[src/rtl/vic_pkg.sv]
/*
 * Constants and the state type of the vectored interrupt controller register map.
 * Assumes a 32-bit classic Wishbone bus, 32 interrupt sources and one clock.
 */
package vic_pkg;

    // Placement of the 4-Kbyte register window in the system address space.
    localparam logic [31:0] VIC_BASE_ADDR     = 32'hFFFF_F000;
    localparam int          VIC_SPACE_BITS    = 12;

    // Byte offsets inside the window.
    localparam logic [11:0] OFF_SOURCE_MODE   = 12'h000;
    localparam logic [11:0] OFF_HANDLER_ADDR  = 12'h080;
    localparam logic [11:0] OFF_HANDLER_END   = 12'h0FC;
    localparam logic [11:0] OFF_CUR_VECTOR    = 12'h100;
    localparam logic [11:0] OFF_FAST_VECTOR   = 12'h104;
    localparam logic [11:0] OFF_CUR_STATUS    = 12'h108;
    localparam logic [11:0] OFF_PENDING       = 12'h10C;
    localparam logic [11:0] OFF_ENABLED       = 12'h110;
    localparam logic [11:0] OFF_CORE_LINES    = 12'h114;
    localparam logic [11:0] OFF_ENABLE_CMD    = 12'h120;
    localparam logic [11:0] OFF_DISABLE_CMD   = 12'h124;
    localparam logic [11:0] OFF_CLEAR_CMD     = 12'h128;
    localparam logic [11:0] OFF_SET_CMD       = 12'h12C;
    localparam logic [11:0] OFF_END_SERVICE   = 12'h130;
    localparam logic [11:0] OFF_SPURIOUS      = 12'h134;
    localparam logic [11:0] OFF_DEBUG_CTRL    = 12'h138;
    localparam logic [11:0] OFF_REDIR_ENABLE  = 12'h140;
    localparam logic [11:0] OFF_REDIR_DISABLE = 12'h144;
    localparam logic [11:0] OFF_REDIR_STATUS  = 12'h148;

    // Field positions.
    localparam int PRIO_LSB      = 0;
    localparam int PRIO_MSB      = 2;
    localparam int TRIG_LSB      = 5;
    localparam int TRIG_MSB      = 6;
    localparam int DBG_PROTECT   = 0;
    localparam int DBG_GMASK     = 1;
    localparam int CORE_FAST_BIT = 0;
    localparam int CORE_NORM_BIT = 1;

    // Sources wired to external pins; all others are internal peripherals.
    localparam logic [31:0] EXT_SOURCE_MASK = 32'hE000_0001;

    localparam int          NUM_SOURCES = 32;
    localparam int          STACK_DEPTH = 8;
    localparam logic [31:0] RESET_WORD  = 32'h0000_0000;

    // Complete register state of the controller.
    typedef struct packed {
        logic [31:0][2:0]  prio;
        logic [31:0][1:0]  trig;
        logic [31:0][31:0] vec;
        logic [31:0]       spu;
        logic [1:0]        dbg;
        logic [31:0]       enab;
        logic [31:0]       latch;
        logic [31:0]       ffsr;
        logic [31:0]       lvlPrev;
        logic [4:0]        curId;
        logic [2:0]        curPrio;
        logic              curValid;
        logic [7:0][4:0]   stkId;
        logic [7:0][2:0]   stkPrio;
        logic [3:0]        depth;
        logic [4:0]        memId;
        logic              memValid;
        logic              ack;
        logic [31:0]       rdat;
        logic              irqAct;
        logic              fiqAct;
    } vic_state_t;

endpackage : vic_pkg

[src/rtl/vic_register_map.sv]
/*
 * Register map, vectoring, nesting and core line drive of a 32-source
 * vectored interrupt controller, reached as a classic Wishbone slave.
 * Assumes sources and bus signals synchronous to mclk and a bus master that
 * keeps one request standing until it sees ack.
 */
// The Wishbone slave port is this design's own decision.
`timescale 1ns/1ns

// What this block does
// - Decode registers in 4-Kbyte window at base
// - Mode register priority bits 2:0, 7 highest
// - Fast source 0 ignores its priority
// - Internal sources: bit 5 picks level or edge
// - External sources: low, falling, high, rising
// - Thirty-two handler address registers from 0x80
// - Current vector returns highest pending source handler
// - No enabled pending source above current priority returns spurious vector
// - Spurious vector register read-write, resets zero
// - After reset external pending follows input level
// - Enable, disable, clear, set write-only commands
// - End-of-service write concludes current interrupt
// - Redirect enable, disable commands and status
// - Fast vector register read-only, resets zero
// - Core line status shows both request lines
// - Fast vector gives source 0 handler or spurious
// - Pending bit reads one while source pending
// - Status register returns current source number
module vic_register_map
    import vic_pkg::*;
(
    input  wire logic        mclk,
    input  wire logic        resetn,
    input  wire logic        wbCyc,
    input  wire logic        wbStb,
    input  wire logic        wbWe,
    input  wire logic [31:0] wbAdr,
    input  wire logic [3:0]  wbSel,
    input  wire logic [31:0] wbDatW,
    output logic      [31:0] wbDatR,
    output logic             wbAck,
    input  wire logic [31:0] sourceIn,
    output logic             normalRequestLineN,
    output logic             fastRequestLineN
);

    vic_state_t s_q;
    vic_state_t s_d;

    logic [31:0] lvl;
    logic [31:0] pend;
    logic [31:0] cand;
    logic [31:0] edgeSet;
    logic [31:0] setCmd;
    logic [31:0] clrCmd;
    logic [31:0] wMask;
    logic [11:0] off;
    logic        bestValid;
    logic [4:0]  bestId;
    logic [2:0]  bestPrio;
    logic        preempt;
    logic        fastReq;
    logic        req;
    logic        hit;
    logic        rdStb;
    logic        wrStb;
    logic        doAccept;
    logic [4:0]  accId;
    logic [31:0] curVector;
    logic [31:0] fastVector;

    // Turns a raw source into its active-high level under the programmed type.
    function automatic logic srcLevel(input logic ext, input logic [1:0] tt, input logic x);
        srcLevel = (ext && !tt[1]) ? !x : x;
    endfunction : srcLevel

    // Expands Wishbone byte selects into a bit mask.
    function automatic logic [31:0] laneMask(input logic [3:0] sel);
        laneMask = {{8{sel[3]}}, {8{sel[2]}}, {8{sel[1]}}, {8{sel[0]}}};
    endfunction : laneMask

    // Merges a write into a stored word through the lane mask.
    function automatic logic [31:0] merge(input logic [31:0] old, input logic [31:0] nw,
                                          input logic [31:0] m);
        merge = (old & ~m) | (nw & m);
    endfunction : merge

    // Next-state logic: sources, arbitration, bus decode and side effects.
    always_comb
    begin
        s_d        = s_q;
        lvl        = RESET_WORD;
        pend       = RESET_WORD;
        edgeSet    = RESET_WORD;
        setCmd     = RESET_WORD;
        clrCmd     = RESET_WORD;
        bestValid  = 1'b0;
        bestId     = 5'h00;
        bestPrio   = 3'h0;
        doAccept   = 1'b0;
        accId      = 5'h00;
        wMask      = laneMask(wbSel);
        off        = {wbAdr[11:2], 2'b00};

        // Level and edge detection per source.
        for (int i = 0; i < NUM_SOURCES; i++)
        begin
            lvl[i]     = srcLevel(EXT_SOURCE_MASK[i], s_q.trig[i], sourceIn[i]);
            edgeSet[i] = s_q.trig[i][0] && lvl[i] && !s_q.lvlPrev[i];
            // Level sources also see the input directly, so external levels
            // show as pending straight after reset without any latch.
            pend[i]    = s_q.trig[i][0] ? s_q.latch[i] : (lvl[i] | s_q.latch[i]);
        end
        s_d.lvlPrev = lvl;

        // Normal candidates exclude source 0 and redirected sources, so source
        // 0 never enters the priority compare.
        cand    = pend & s_q.enab & ~s_q.ffsr;
        cand[0] = 1'b0;

        // Highest priority wins; on a tie the lowest source number wins.
        for (int i = 1; i < NUM_SOURCES; i++)
        begin
            if (cand[i] && (!bestValid || s_q.prio[i] > bestPrio))
            begin
                bestValid = 1'b1;
                bestId    = 5'(i);
                bestPrio  = s_q.prio[i];
            end
        end
        preempt = bestValid && (!s_q.curValid || bestPrio > s_q.curPrio);
        fastReq = (pend[0] && s_q.enab[0]) || (|(pend & s_q.enab & s_q.ffsr & 32'hFFFF_FFFE));

        // The general mask holds both core lines inactive.
        s_d.irqAct = preempt && !s_q.dbg[DBG_GMASK];
        s_d.fiqAct = fastReq && !s_q.dbg[DBG_GMASK];

        curVector  = preempt ? s_q.vec[bestId] : s_q.spu;
        fastVector = fastReq ? s_q.vec[0] : s_q.spu;

        // One ack per request; side effects act only on the acking edge.
        req        = wbCyc && wbStb && !s_q.ack;
        hit        = wbAdr[31:VIC_SPACE_BITS] == VIC_BASE_ADDR[31:VIC_SPACE_BITS];
        rdStb      = req && hit && !wbWe;
        wrStb      = req && hit && wbWe;
        s_d.ack    = req;
        s_d.rdat   = RESET_WORD;

        // Read path.
        if (rdStb)
        begin
            if (off < OFF_HANDLER_ADDR)
            begin
                s_d.rdat[PRIO_MSB:PRIO_LSB] = s_q.prio[off[6:2]];
                s_d.rdat[TRIG_MSB:TRIG_LSB] = s_q.trig[off[6:2]];
            end
            else if (off <= OFF_HANDLER_END)
            begin
                s_d.rdat = s_q.vec[off[6:2]];
            end
            else
            begin
                unique case (off)
                    OFF_CUR_VECTOR:
                    begin
                        s_d.rdat = curVector;
                        if (!s_q.dbg[DBG_PROTECT])
                        begin
                            doAccept = preempt;
                            accId    = bestId;
                        end
                        else
                        begin
                            // Protect mode only remembers the pick.
                            s_d.memId    = bestId;
                            s_d.memValid = preempt;
                        end
                    end
                    OFF_FAST_VECTOR:
                    begin
                        s_d.rdat = fastVector;
                        // Redirected sources stay set; only source 0's edge is taken.
                        if (pend[0] && s_q.enab[0] && s_q.trig[0][0])
                        begin
                            clrCmd[0] = 1'b1;
                        end
                    end
                    OFF_CUR_STATUS:   s_d.rdat[4:0] = s_q.curId;
                    OFF_PENDING:      s_d.rdat = pend;
                    OFF_ENABLED:      s_d.rdat = s_q.enab;
                    OFF_CORE_LINES:
                    begin
                        s_d.rdat[CORE_FAST_BIT] = s_q.fiqAct;
                        s_d.rdat[CORE_NORM_BIT] = s_q.irqAct;
                    end
                    OFF_SPURIOUS:     s_d.rdat = s_q.spu;
                    OFF_DEBUG_CTRL:   s_d.rdat[1:0] = s_q.dbg;
                    OFF_REDIR_STATUS: s_d.rdat = s_q.ffsr;
                    default:          s_d.rdat = RESET_WORD;
                endcase
            end
        end

        // Write path.
        if (wrStb)
        begin
            if (off < OFF_HANDLER_ADDR)
            begin
                if (wbSel[0])
                begin
                    s_d.prio[off[6:2]] = wbDatW[PRIO_MSB:PRIO_LSB];
                    s_d.trig[off[6:2]] = wbDatW[TRIG_MSB:TRIG_LSB];
                end
            end
            else if (off <= OFF_HANDLER_END)
            begin
                s_d.vec[off[6:2]] = merge(s_q.vec[off[6:2]], wbDatW, wMask);
            end
            else
            begin
                unique case (off)
                    OFF_CUR_VECTOR:
                    begin
                        // In protect mode the write completes the earlier read.
                        if (s_q.dbg[DBG_PROTECT] && s_q.memValid)
                        begin
                            doAccept     = 1'b1;
                            accId        = s_q.memId;
                            s_d.memValid = 1'b0;
                        end
                    end
                    OFF_ENABLE_CMD:    s_d.enab = s_q.enab | (wbDatW & wMask);
                    OFF_DISABLE_CMD:   s_d.enab = s_q.enab & ~(wbDatW & wMask);
                    OFF_CLEAR_CMD:     clrCmd = wbDatW & wMask;
                    OFF_SET_CMD:       setCmd = wbDatW & wMask;
                    OFF_END_SERVICE:
                    begin
                        // Pop the interrupted context, or go idle when none is stacked.
                        if (s_q.depth != 4'h0)
                        begin
                            s_d.depth   = 4'(s_q.depth - 4'h1);
                            s_d.curId   = s_q.stkId[3'(s_q.depth - 4'h1)];
                            s_d.curPrio = s_q.stkPrio[3'(s_q.depth - 4'h1)];
                        end
                        else
                        begin
                            s_d.curValid = 1'b0;
                            s_d.curId    = 5'h00;
                        end
                    end
                    OFF_SPURIOUS:      s_d.spu = merge(s_q.spu, wbDatW, wMask);
                    OFF_DEBUG_CTRL:
                    begin
                        if (wbSel[0])
                        begin
                            s_d.dbg = wbDatW[1:0];
                        end
                    end
                    OFF_REDIR_ENABLE:  s_d.ffsr = s_q.ffsr | (wbDatW & wMask);
                    OFF_REDIR_DISABLE: s_d.ffsr = s_q.ffsr & ~(wbDatW & wMask);
                    default:           s_d.ffsr = s_q.ffsr;
                endcase
            end
        end

        // Acknowledge: stack the old context and make the pick current.
        if (doAccept)
        begin
            if (s_q.curValid)
            begin
                s_d.stkId[s_q.depth[2:0]]   = s_q.curId;
                s_d.stkPrio[s_q.depth[2:0]] = s_q.curPrio;
                s_d.depth                   = 4'(s_q.depth + 4'h1);
            end
            s_d.curId    = accId;
            s_d.curPrio  = s_q.prio[accId];
            s_d.curValid = 1'b1;
            // Level sources must be cleared at the peripheral instead.
            if (s_q.trig[accId][0])
            begin
                clrCmd[accId] = 1'b1;
            end
        end

        // A new edge or set command in the clearing cycle is kept.
        s_d.latch = (s_q.latch & ~clrCmd) | edgeSet | setCmd;
    end

    // State register.
    always_ff @(posedge mclk)
    begin
        if (!resetn)
        begin
            s_q <= '0;
        end
        else
        begin
            s_q <= s_d;
        end
    end

    // Bus and core line outputs, all straight from flip-flops.
    assign wbDatR             = s_q.rdat;
    assign wbAck              = s_q.ack;
    assign normalRequestLineN = !s_q.irqAct;
    assign fastRequestLineN   = !s_q.fiqAct;

endmodule : vic_register_map

[config.mk]
export PLATFORM = sky130hd
export DESIGN_NAME = vic_register_map
export DESIGN_NICKNAME = d
export VERILOG_FILES = /design/src/rtl/vic_pkg.sv /design/src/rtl/vic_register_map.sv
export SDC_FILE = /design/constraint.sdc
export NUM_CORES = 2
export LEC_CHECK = 0
export BUFFER_PORTS_ARGS = -buffer_cell sky130_fd_sc_hd__buf_4
export CAP_MARGIN = 20
export CORE_ASPECT_RATIO = 1.75
export CORE_MARGIN = 4
export CORE_UTILIZATION = 40
export CTS_BUF_LIST = sky130_fd_sc_hd__clkbuf_8
export CTS_CLUSTER_SIZE = 25
export DETAILED_ROUTE_END_ITERATION = 7
export SYNTH_ARGS = -nofsm -noshare
export SYNTH_HDL_FRONTEND = slang
export SYNTH_SLANG_ARGS = --single-unit
[constraint.sdc]
create_clock -name mclk -period 48 [get_ports mclk]
set_clock_uncertainty 0.2 [all_clocks]
set_input_delay 4.8 -clock mclk [delete_from_list [all_inputs] [get_ports mclk]]
set_output_delay 4.8 -clock mclk [all_outputs]
set_load 0.05 [all_outputs]
== Yosys cells after proc, flatten, opt, wreduce, memory -nomap -nowiden ==
Cells that the tools add are included.
Cells by class
  reductions and logical operators: 232
  bitwise gates (word level): 56
  multiplexer cells: 231
  $add $sub $neg: 2
  order comparisons: 41
  eq/ne operators: 20
Operators with widths (number)
  $bwmux 1024: 1
  $mux 32: 16
  $bmux 32 s5: 2
  $and 32x32->32: 9
  $or 32x32->32: 7
  $mux 5: 41
  $pmux 27 s6: 1
  $demux 32 s5: 1
  $eq 10x7->1 const B: 16
  $not 32->32: 4
  $pmux 32 s2: 2
  $mux 3: 38
  $logic_and 1x1->1: 108
  $bwmux 96: 1
  $mux 1: 96
  $gt 3x3->1: 31
  $mux 77: 1
  $logic_not 1->1: 72
  $mux 68: 1
  $bwmux 64: 1
  $bwmux 40: 1
  $mux 9: 4
  $logic_or 1x1->1: 32
  $or 1x1->1: 32
  other kinds (33): 64
Storage, ports and cells
  register bits: 1464
  word-level logic and storage cells: 711
  output and inout bits: 35

== Depth between registers and ports, before layout ==
  depth after elaboration: 148
  mapped depth: 282

== Worst setup path after synthesis ==
OpenSTA, ideal clock, no wires.
  path kind: input port to flip-flop
  start: input port sourceIn[1]
  end: register s_q[100] (netlist bit)
  slack: -0.510 ns
  arrival: 48.182 ns
  cell stages on the path: 245
  required time: 47.672 ns
  path buffers: 2
  cell sequence: nor2b_1 -> o21a_2 -> nand2_1 -> ha_1 -> a211o_1 -> a21oi_1 -> nor3b_1 -> or2_2 -> inv_1 -> ha_1 -> a211oi_1 -> o22ai_2 -> and2_0 -> o21a_1 -> inv_1 -> ha_1 -> nor2b_1 -> o21ai_0 -> (+209 left out) -> inv_1 -> a21o_1 -> a21oi_1 -> a31oi_1 -> a31oi_1 -> nor3_1 -> o21ai_0 -> ha_1 -> o21a_1 -> o21ai_0 -> a21oi_1 -> nand2_1 -> o21ai_0 -> nand2_1 -> nor2_1 -> nand3_1 -> mux2i_1 -> nor2_1
On the way
  longest elaborated chain between the ends: 139
  elaborated cells on any way between the ends: 200
  classes of those cells: order compare: 31; mux: 73; bitwise: 3; reduce/logical: 93
Ends and longest elaborated chain
  start: declaration: line vic_register_map.sv:42  | input wire logic [31:0] sourceIn,
  $or 1x1->1 (*): line vic_register_map.sv:112  | pend[i] = s_q.trig[i][0] ? s_q.latch[i] : (lvl[i] | s_q.latch[i]);
  $mux 1 (*): line vic_register_map.sv:112
  $and 32x32->32 (*) (2 in a row): line vic_register_map.sv:118  | cand = pend & s_q.enab & ~s_q.ffsr;
  $mux 3 / $mux 1 (equally long branches): line vic_register_map.sv:124  | if (cand[i] && (!bestValid || s_q.prio[i] > bestPrio))
  $gt 3x3->1 / $logic_not 1->1 (equally long branches): line vic_register_map.sv:124
  $logic_or 1x1->1: line vic_register_map.sv:124
  $logic_and 1x1->1: line vic_register_map.sv:124
  $mux 3 / $mux 1 (equally long branches): line vic_register_map.sv:124
  (+122 left out)
  $mux 1 (*): line vic_register_map.sv:152  | if (off < OFF_HANDLER_ADDR)
  $mux 1 (*): line vic_register_map.sv:150  | if (rdStb)
  $mux 1: line vic_register_map.sv:225  | if (s_q.dbg[DBG_PROTECT] && s_q.memValid)
  $mux 1: line vic_register_map.sv:221  | unique case (off)
  $mux 1: line vic_register_map.sv:215  | else if (off <= OFF_HANDLER_END)
  $mux 1: line vic_register_map.sv:207  | if (off < OFF_HANDLER_ADDR)
  $mux 1 (*): line vic_register_map.sv:205  | if (wrStb)
  $reduce_and 2->1 (no line) (*)
  end signal: assignment: line vic_register_map.sv:294  | s_q <= '0;
  end signal: assignment: line vic_register_map.sv:298  | s_q <= s_d;
  end: declaration: line vic_register_map.sv:47  | vic_state_t s_q;
Every way passes the cells marked *; elsewhere a longest branch is shown, timed or not.
A chain may end at the register's enable or synchronous reset.

== Final worst setup path ==
  start: input port sourceIn[1]
  end: register s_q[185] (netlist bit)
On the way
  longest elaborated chain between the ends: 146
  elaborated cells on any way between the ends: 254
  classes of those cells: order compare: 33; mux: 120; bitwise: 8; reduce/logical: 93
Ends and longest elaborated chain
  $or 1x1->1 (*): line vic_register_map.sv:112
  $mux 1 (*): line vic_register_map.sv:112
  $and 32x32->32 (*) (2 in a row): line vic_register_map.sv:118
  $mux 3 / $mux 1 (equally long branches): line vic_register_map.sv:124
  $gt 3x3->1 / $logic_not 1->1 (equally long branches): line vic_register_map.sv:124
  $logic_or 1x1->1: line vic_register_map.sv:124
  $logic_and 1x1->1: line vic_register_map.sv:124
  $mux 3 / $mux 1 (equally long branches): line vic_register_map.sv:124
  (+128 left out)
  $mux 1 (not written as such): line vic_register_map.sv:281  | clrCmd[accId] = 1'b1;
  $demux 1 s5: line vic_register_map.sv:281
  $or 32x32->32 (no line)
  $mux 32: line vic_register_map.sv:279  | if (s_q.trig[accId][0])
  $mux 32 (*): line vic_register_map.sv:267  | if (doAccept)
  $not 32->32 (*): line vic_register_map.sv:286  | s_d.latch = (s_q.latch & ~clrCmd) | edgeSet | setCmd;
  $and 32x32->32 (*): line vic_register_map.sv:286
  $or 32x32->32 (*) (2 in a row): line vic_register_map.sv:286
Every way passes the cells marked *; elsewhere a longest branch is shown, timed or not. The select of a mux whose other input is x is not followed.

==> reports/qor.csv <==
metric;value;unit
worst vdd ir;21.42;uV
Min-Delay Path Class;reg2reg;
R2R setup slack;4.30;ns
Critical Path Source Type;input pin;
final instance area;97000;um^2
post-detail-place hpwl;245700;um
gr usage total;34.67;%
Non-Filler Instances;13180;
Setup WS post-layout;0.9176;ns
critical path class;in2reg;
R2R Path End;s_q[185]$_SDFF_PN0_;
wire per inst;28.40;um
Overflow after GRT;0;
DP Area;85880;um^2
Vias;82290;
TritonCTS clock tree;built;
largest net degree at the start of global routing;232;
die height;593.7;um
Syn Std Cell Area;78420;um^2
sequential power share;48.6;%
P_leak;35.93;nW
Yosys reg bits;1464;
CP max-delay cell;a222oi_1;
root buffer cell;clkbuf_8;
Arr. time, crit path;47.73;ns
Slew Viols, Final;0;
vias per cell;6.243;
Syn-to-layout area delta;23.69;%
Core ar.;194700;um^2
CP dominant cell by count;a21oi_2;
# rows;214;
CP Launch Point;sourceIn[1];
CTS Hold Bufs;0;
area of the multi-input gates;49050;um^2
initial antenna violation count;16;
Sw Pwr;0.0006293;W
CP max FO;8;
die width;342.7;um
CTS sink cnt;1464;
Hold Vio Cnt, Final;0;
Seq/Total Area, Yosys;37.37;%
Routed WL;374300;um
clk_lat worst skew;1.03;ns
Worst-Margin Slew;1.293;ns
Clock Power Share;46.9;%
R2R depth;261;
post-synthesis cell count;10000;
first-pass GRT wire length;525300;um
Cell Count Post-Placement;12520;
max_cap viols;0;
initial drt markers;9236;
vias in the first global route;78230;
Final min period;47.08;ns
Placer Congestion;1.020;
Post-synth EDFFs;0;
RSZ-0062 raised after global routing;true;
cell taking the most area after synthesis;dfxtp_1;
Top-Level Pins;140;
drt pass-1 iters;8;
Peak Freq;0.02124;GHz
DRT antenna net count;0;
synth unique cells;105;
Switching Fraction;25.14;%
outcome;finished, violations left;
synth warn;0;
slowest stage delay, CP;0.49;ns
H-tree depth;4;
violated checks;design-rule violations;
Longest Clk Path Bufs;4;
die area;203500;um^2
Place WS;-4.269;ns
critical path required time;48.65;ns
Power Density;25.80;nW/um^2
top post-synthesis cells by count;nor2_1 (2,268), dfxtp_1 (1,464), a21oi_1 (1,409);
Top FF cell, synth;dfxtp_1;
nets;10580;
Reg area;29310;um^2
cell with the most instances after synthesis;nor2_1;
Critical Path End;s_q[185]$_SDFF_PN0_;
Mapped Nets;10180;
Comb pwr share;4.5;%
number of fill cells;18400;
starting density of the core;40.29;%
asr flop ratio synth;0;%
clock-pin slew on the worst setup and hold paths;0.06;ns
CTS buffer count;224;
port bufs;137;
ranking of synthesized cells by area;dfxtp_1 (37%), nor2_1 (11%), mux4_2 (11%), a21oi_1 (9.0%), nand2_1 (5.7%);
Int Power;0.001874;W
final setup vio count;0;
drt drc;6;
mean post-synth cell area;7.841;um^2
relative slew slack;13.65;%
share of layout cells above drive strength 1;24.08;%
Yosys top cell area share;37.37;%
crit end category;register;
final worst-path cycle share;98.09;%
WHS Path Cells;2;
==> critical path: cells and delay by family <==
kind	cells	cell delay [ns]
fa+ha+maj	30	7.70
buf+inv	48	5.81
simple gates	56	8.49
mux	9	2.52
compound gates	118	18.26
==> worst min path at each step <==
stage                              start              endpoint  slack [ns]
global route        s_q[80]$_SDFFE_PN0P_  s_q[80]$_SDFFE_PN0P_        0.27
detailed placement  s_q[70]$_SDFFE_PN0P_  s_q[70]$_SDFFE_PN0P_        0.24
global placement    s_q[52]$_SDFFE_PN0P_  s_q[52]$_SDFFE_PN0P_        0.24
floorplan           s_q[48]$_SDFFE_PN0P_  s_q[48]$_SDFFE_PN0P_        0.23
CTS                 s_q[70]$_SDFFE_PN0P_  s_q[70]$_SDFFE_PN0P_        0.25
finish              s_q[57]$_SDFFE_PN0P_  s_q[57]$_SDFFE_PN0P_        0.26
==> final cells by class <==
| class | instances | area share [%] |
|---|---|---|
| clock inverter | 98 | 0.7688 |
| inverter | 132 | 0.5263 |
| tap | 2592 | 3.344 |
| antenna | 14 | 0.03612 |
| timing repair buffer | 1094 | 10.20 |
| sequential | 1464 | 30.22 |
| multi-input combinational | 7481 | 50.57 |
| clock buffer | 306 | 4.342 |
==> power groups by stage <==
stage	logic, W	clock network, W	registers, W
floorplan	0.0000661	0	0.00124
global placement	0.000108	0	0.00124
detailed placement	0.000108	0	0.00124
CTS	0.000109	0.00118	0.00122
global route	0.000116	0.00123	0.00122
finish	0.000113	0.00117	0.00122
==> kinds of logic after synthesis <==
logic type | synth area share, %
AND/OR/NAND/NOR | 21.49
AO/OA/AOI/OAI | 19.57
flip-flops | 37.37
buffers and inverters | 5.355
multiplexers | 14.94
adder cells (fa/ha/maj) | 1.203
XOR/XNOR | 0.06701
==> sequential cells by signal, summed over array words and instances, names as in the netlist, named ones only <==
| register | count |
|---|---|
| wbDatR | 32 |
| wbAck | 1 |
| s_q | 1335 |
==> timing repair <==
action,in CTS,in global routing
endpoints found under the setup margin,148,148
gates cloned,2,7
buffers inserted,152,98
endpoints found under the hold margin,0,0
pin swaps,87,355
gates resized for setup,189,662
==> metrics by stage <==
step / hold slack [ns] / power, W / utilization [%] / TNS, ns
after global routing: 0.2705 / 0.002558 / 49.81 / -112.38
final: 0.2560 / 0.002503 / 49.83 / 0
after floorplan: 0.2331 / 0.001310 / - / 0
after global placement: 0.2379 / 0.001351 / 44.11 / -515.38
after detailed placement: 0.2447 / 0.001352 / 44.12 / -567.94
after CTS: 0.2540 / 0.002509 / 47.73 / 0
==> per-layer routing <==
layer / global-route usage, % / vias to the layer above / share of wire (%)
met1: 36.82 / 39410 / 33
met5: 0 / - / 0.025
li1: - / 36020 / -
met4: 32.96 / 10 / 12
met3: 6.706 / 1866 / 8.6
met2: 57.13 / 4975 / 47
==> cells in the final DEF (no fill, tap or decap), types with 75 or more instances in the layout <==
cell type	Yosys	routed
mux4_2	372	372
a21oi_1	1409	1337
a22oi_1	106	103
o21ai_0	270	231
a31oi_1	126	90
buf_6	3	75
nand3_1	289	278
mux2i_1	274	238
buf_4	33	905
buf_12	0	91
inv_1	131	167
nand4_1	75	75
nand2_1	1191	1107
clkbuf_8	0	306
dfxtp_1	1464	1464
nor2_1	2268	2227
(Power assumes the default switching activity.)
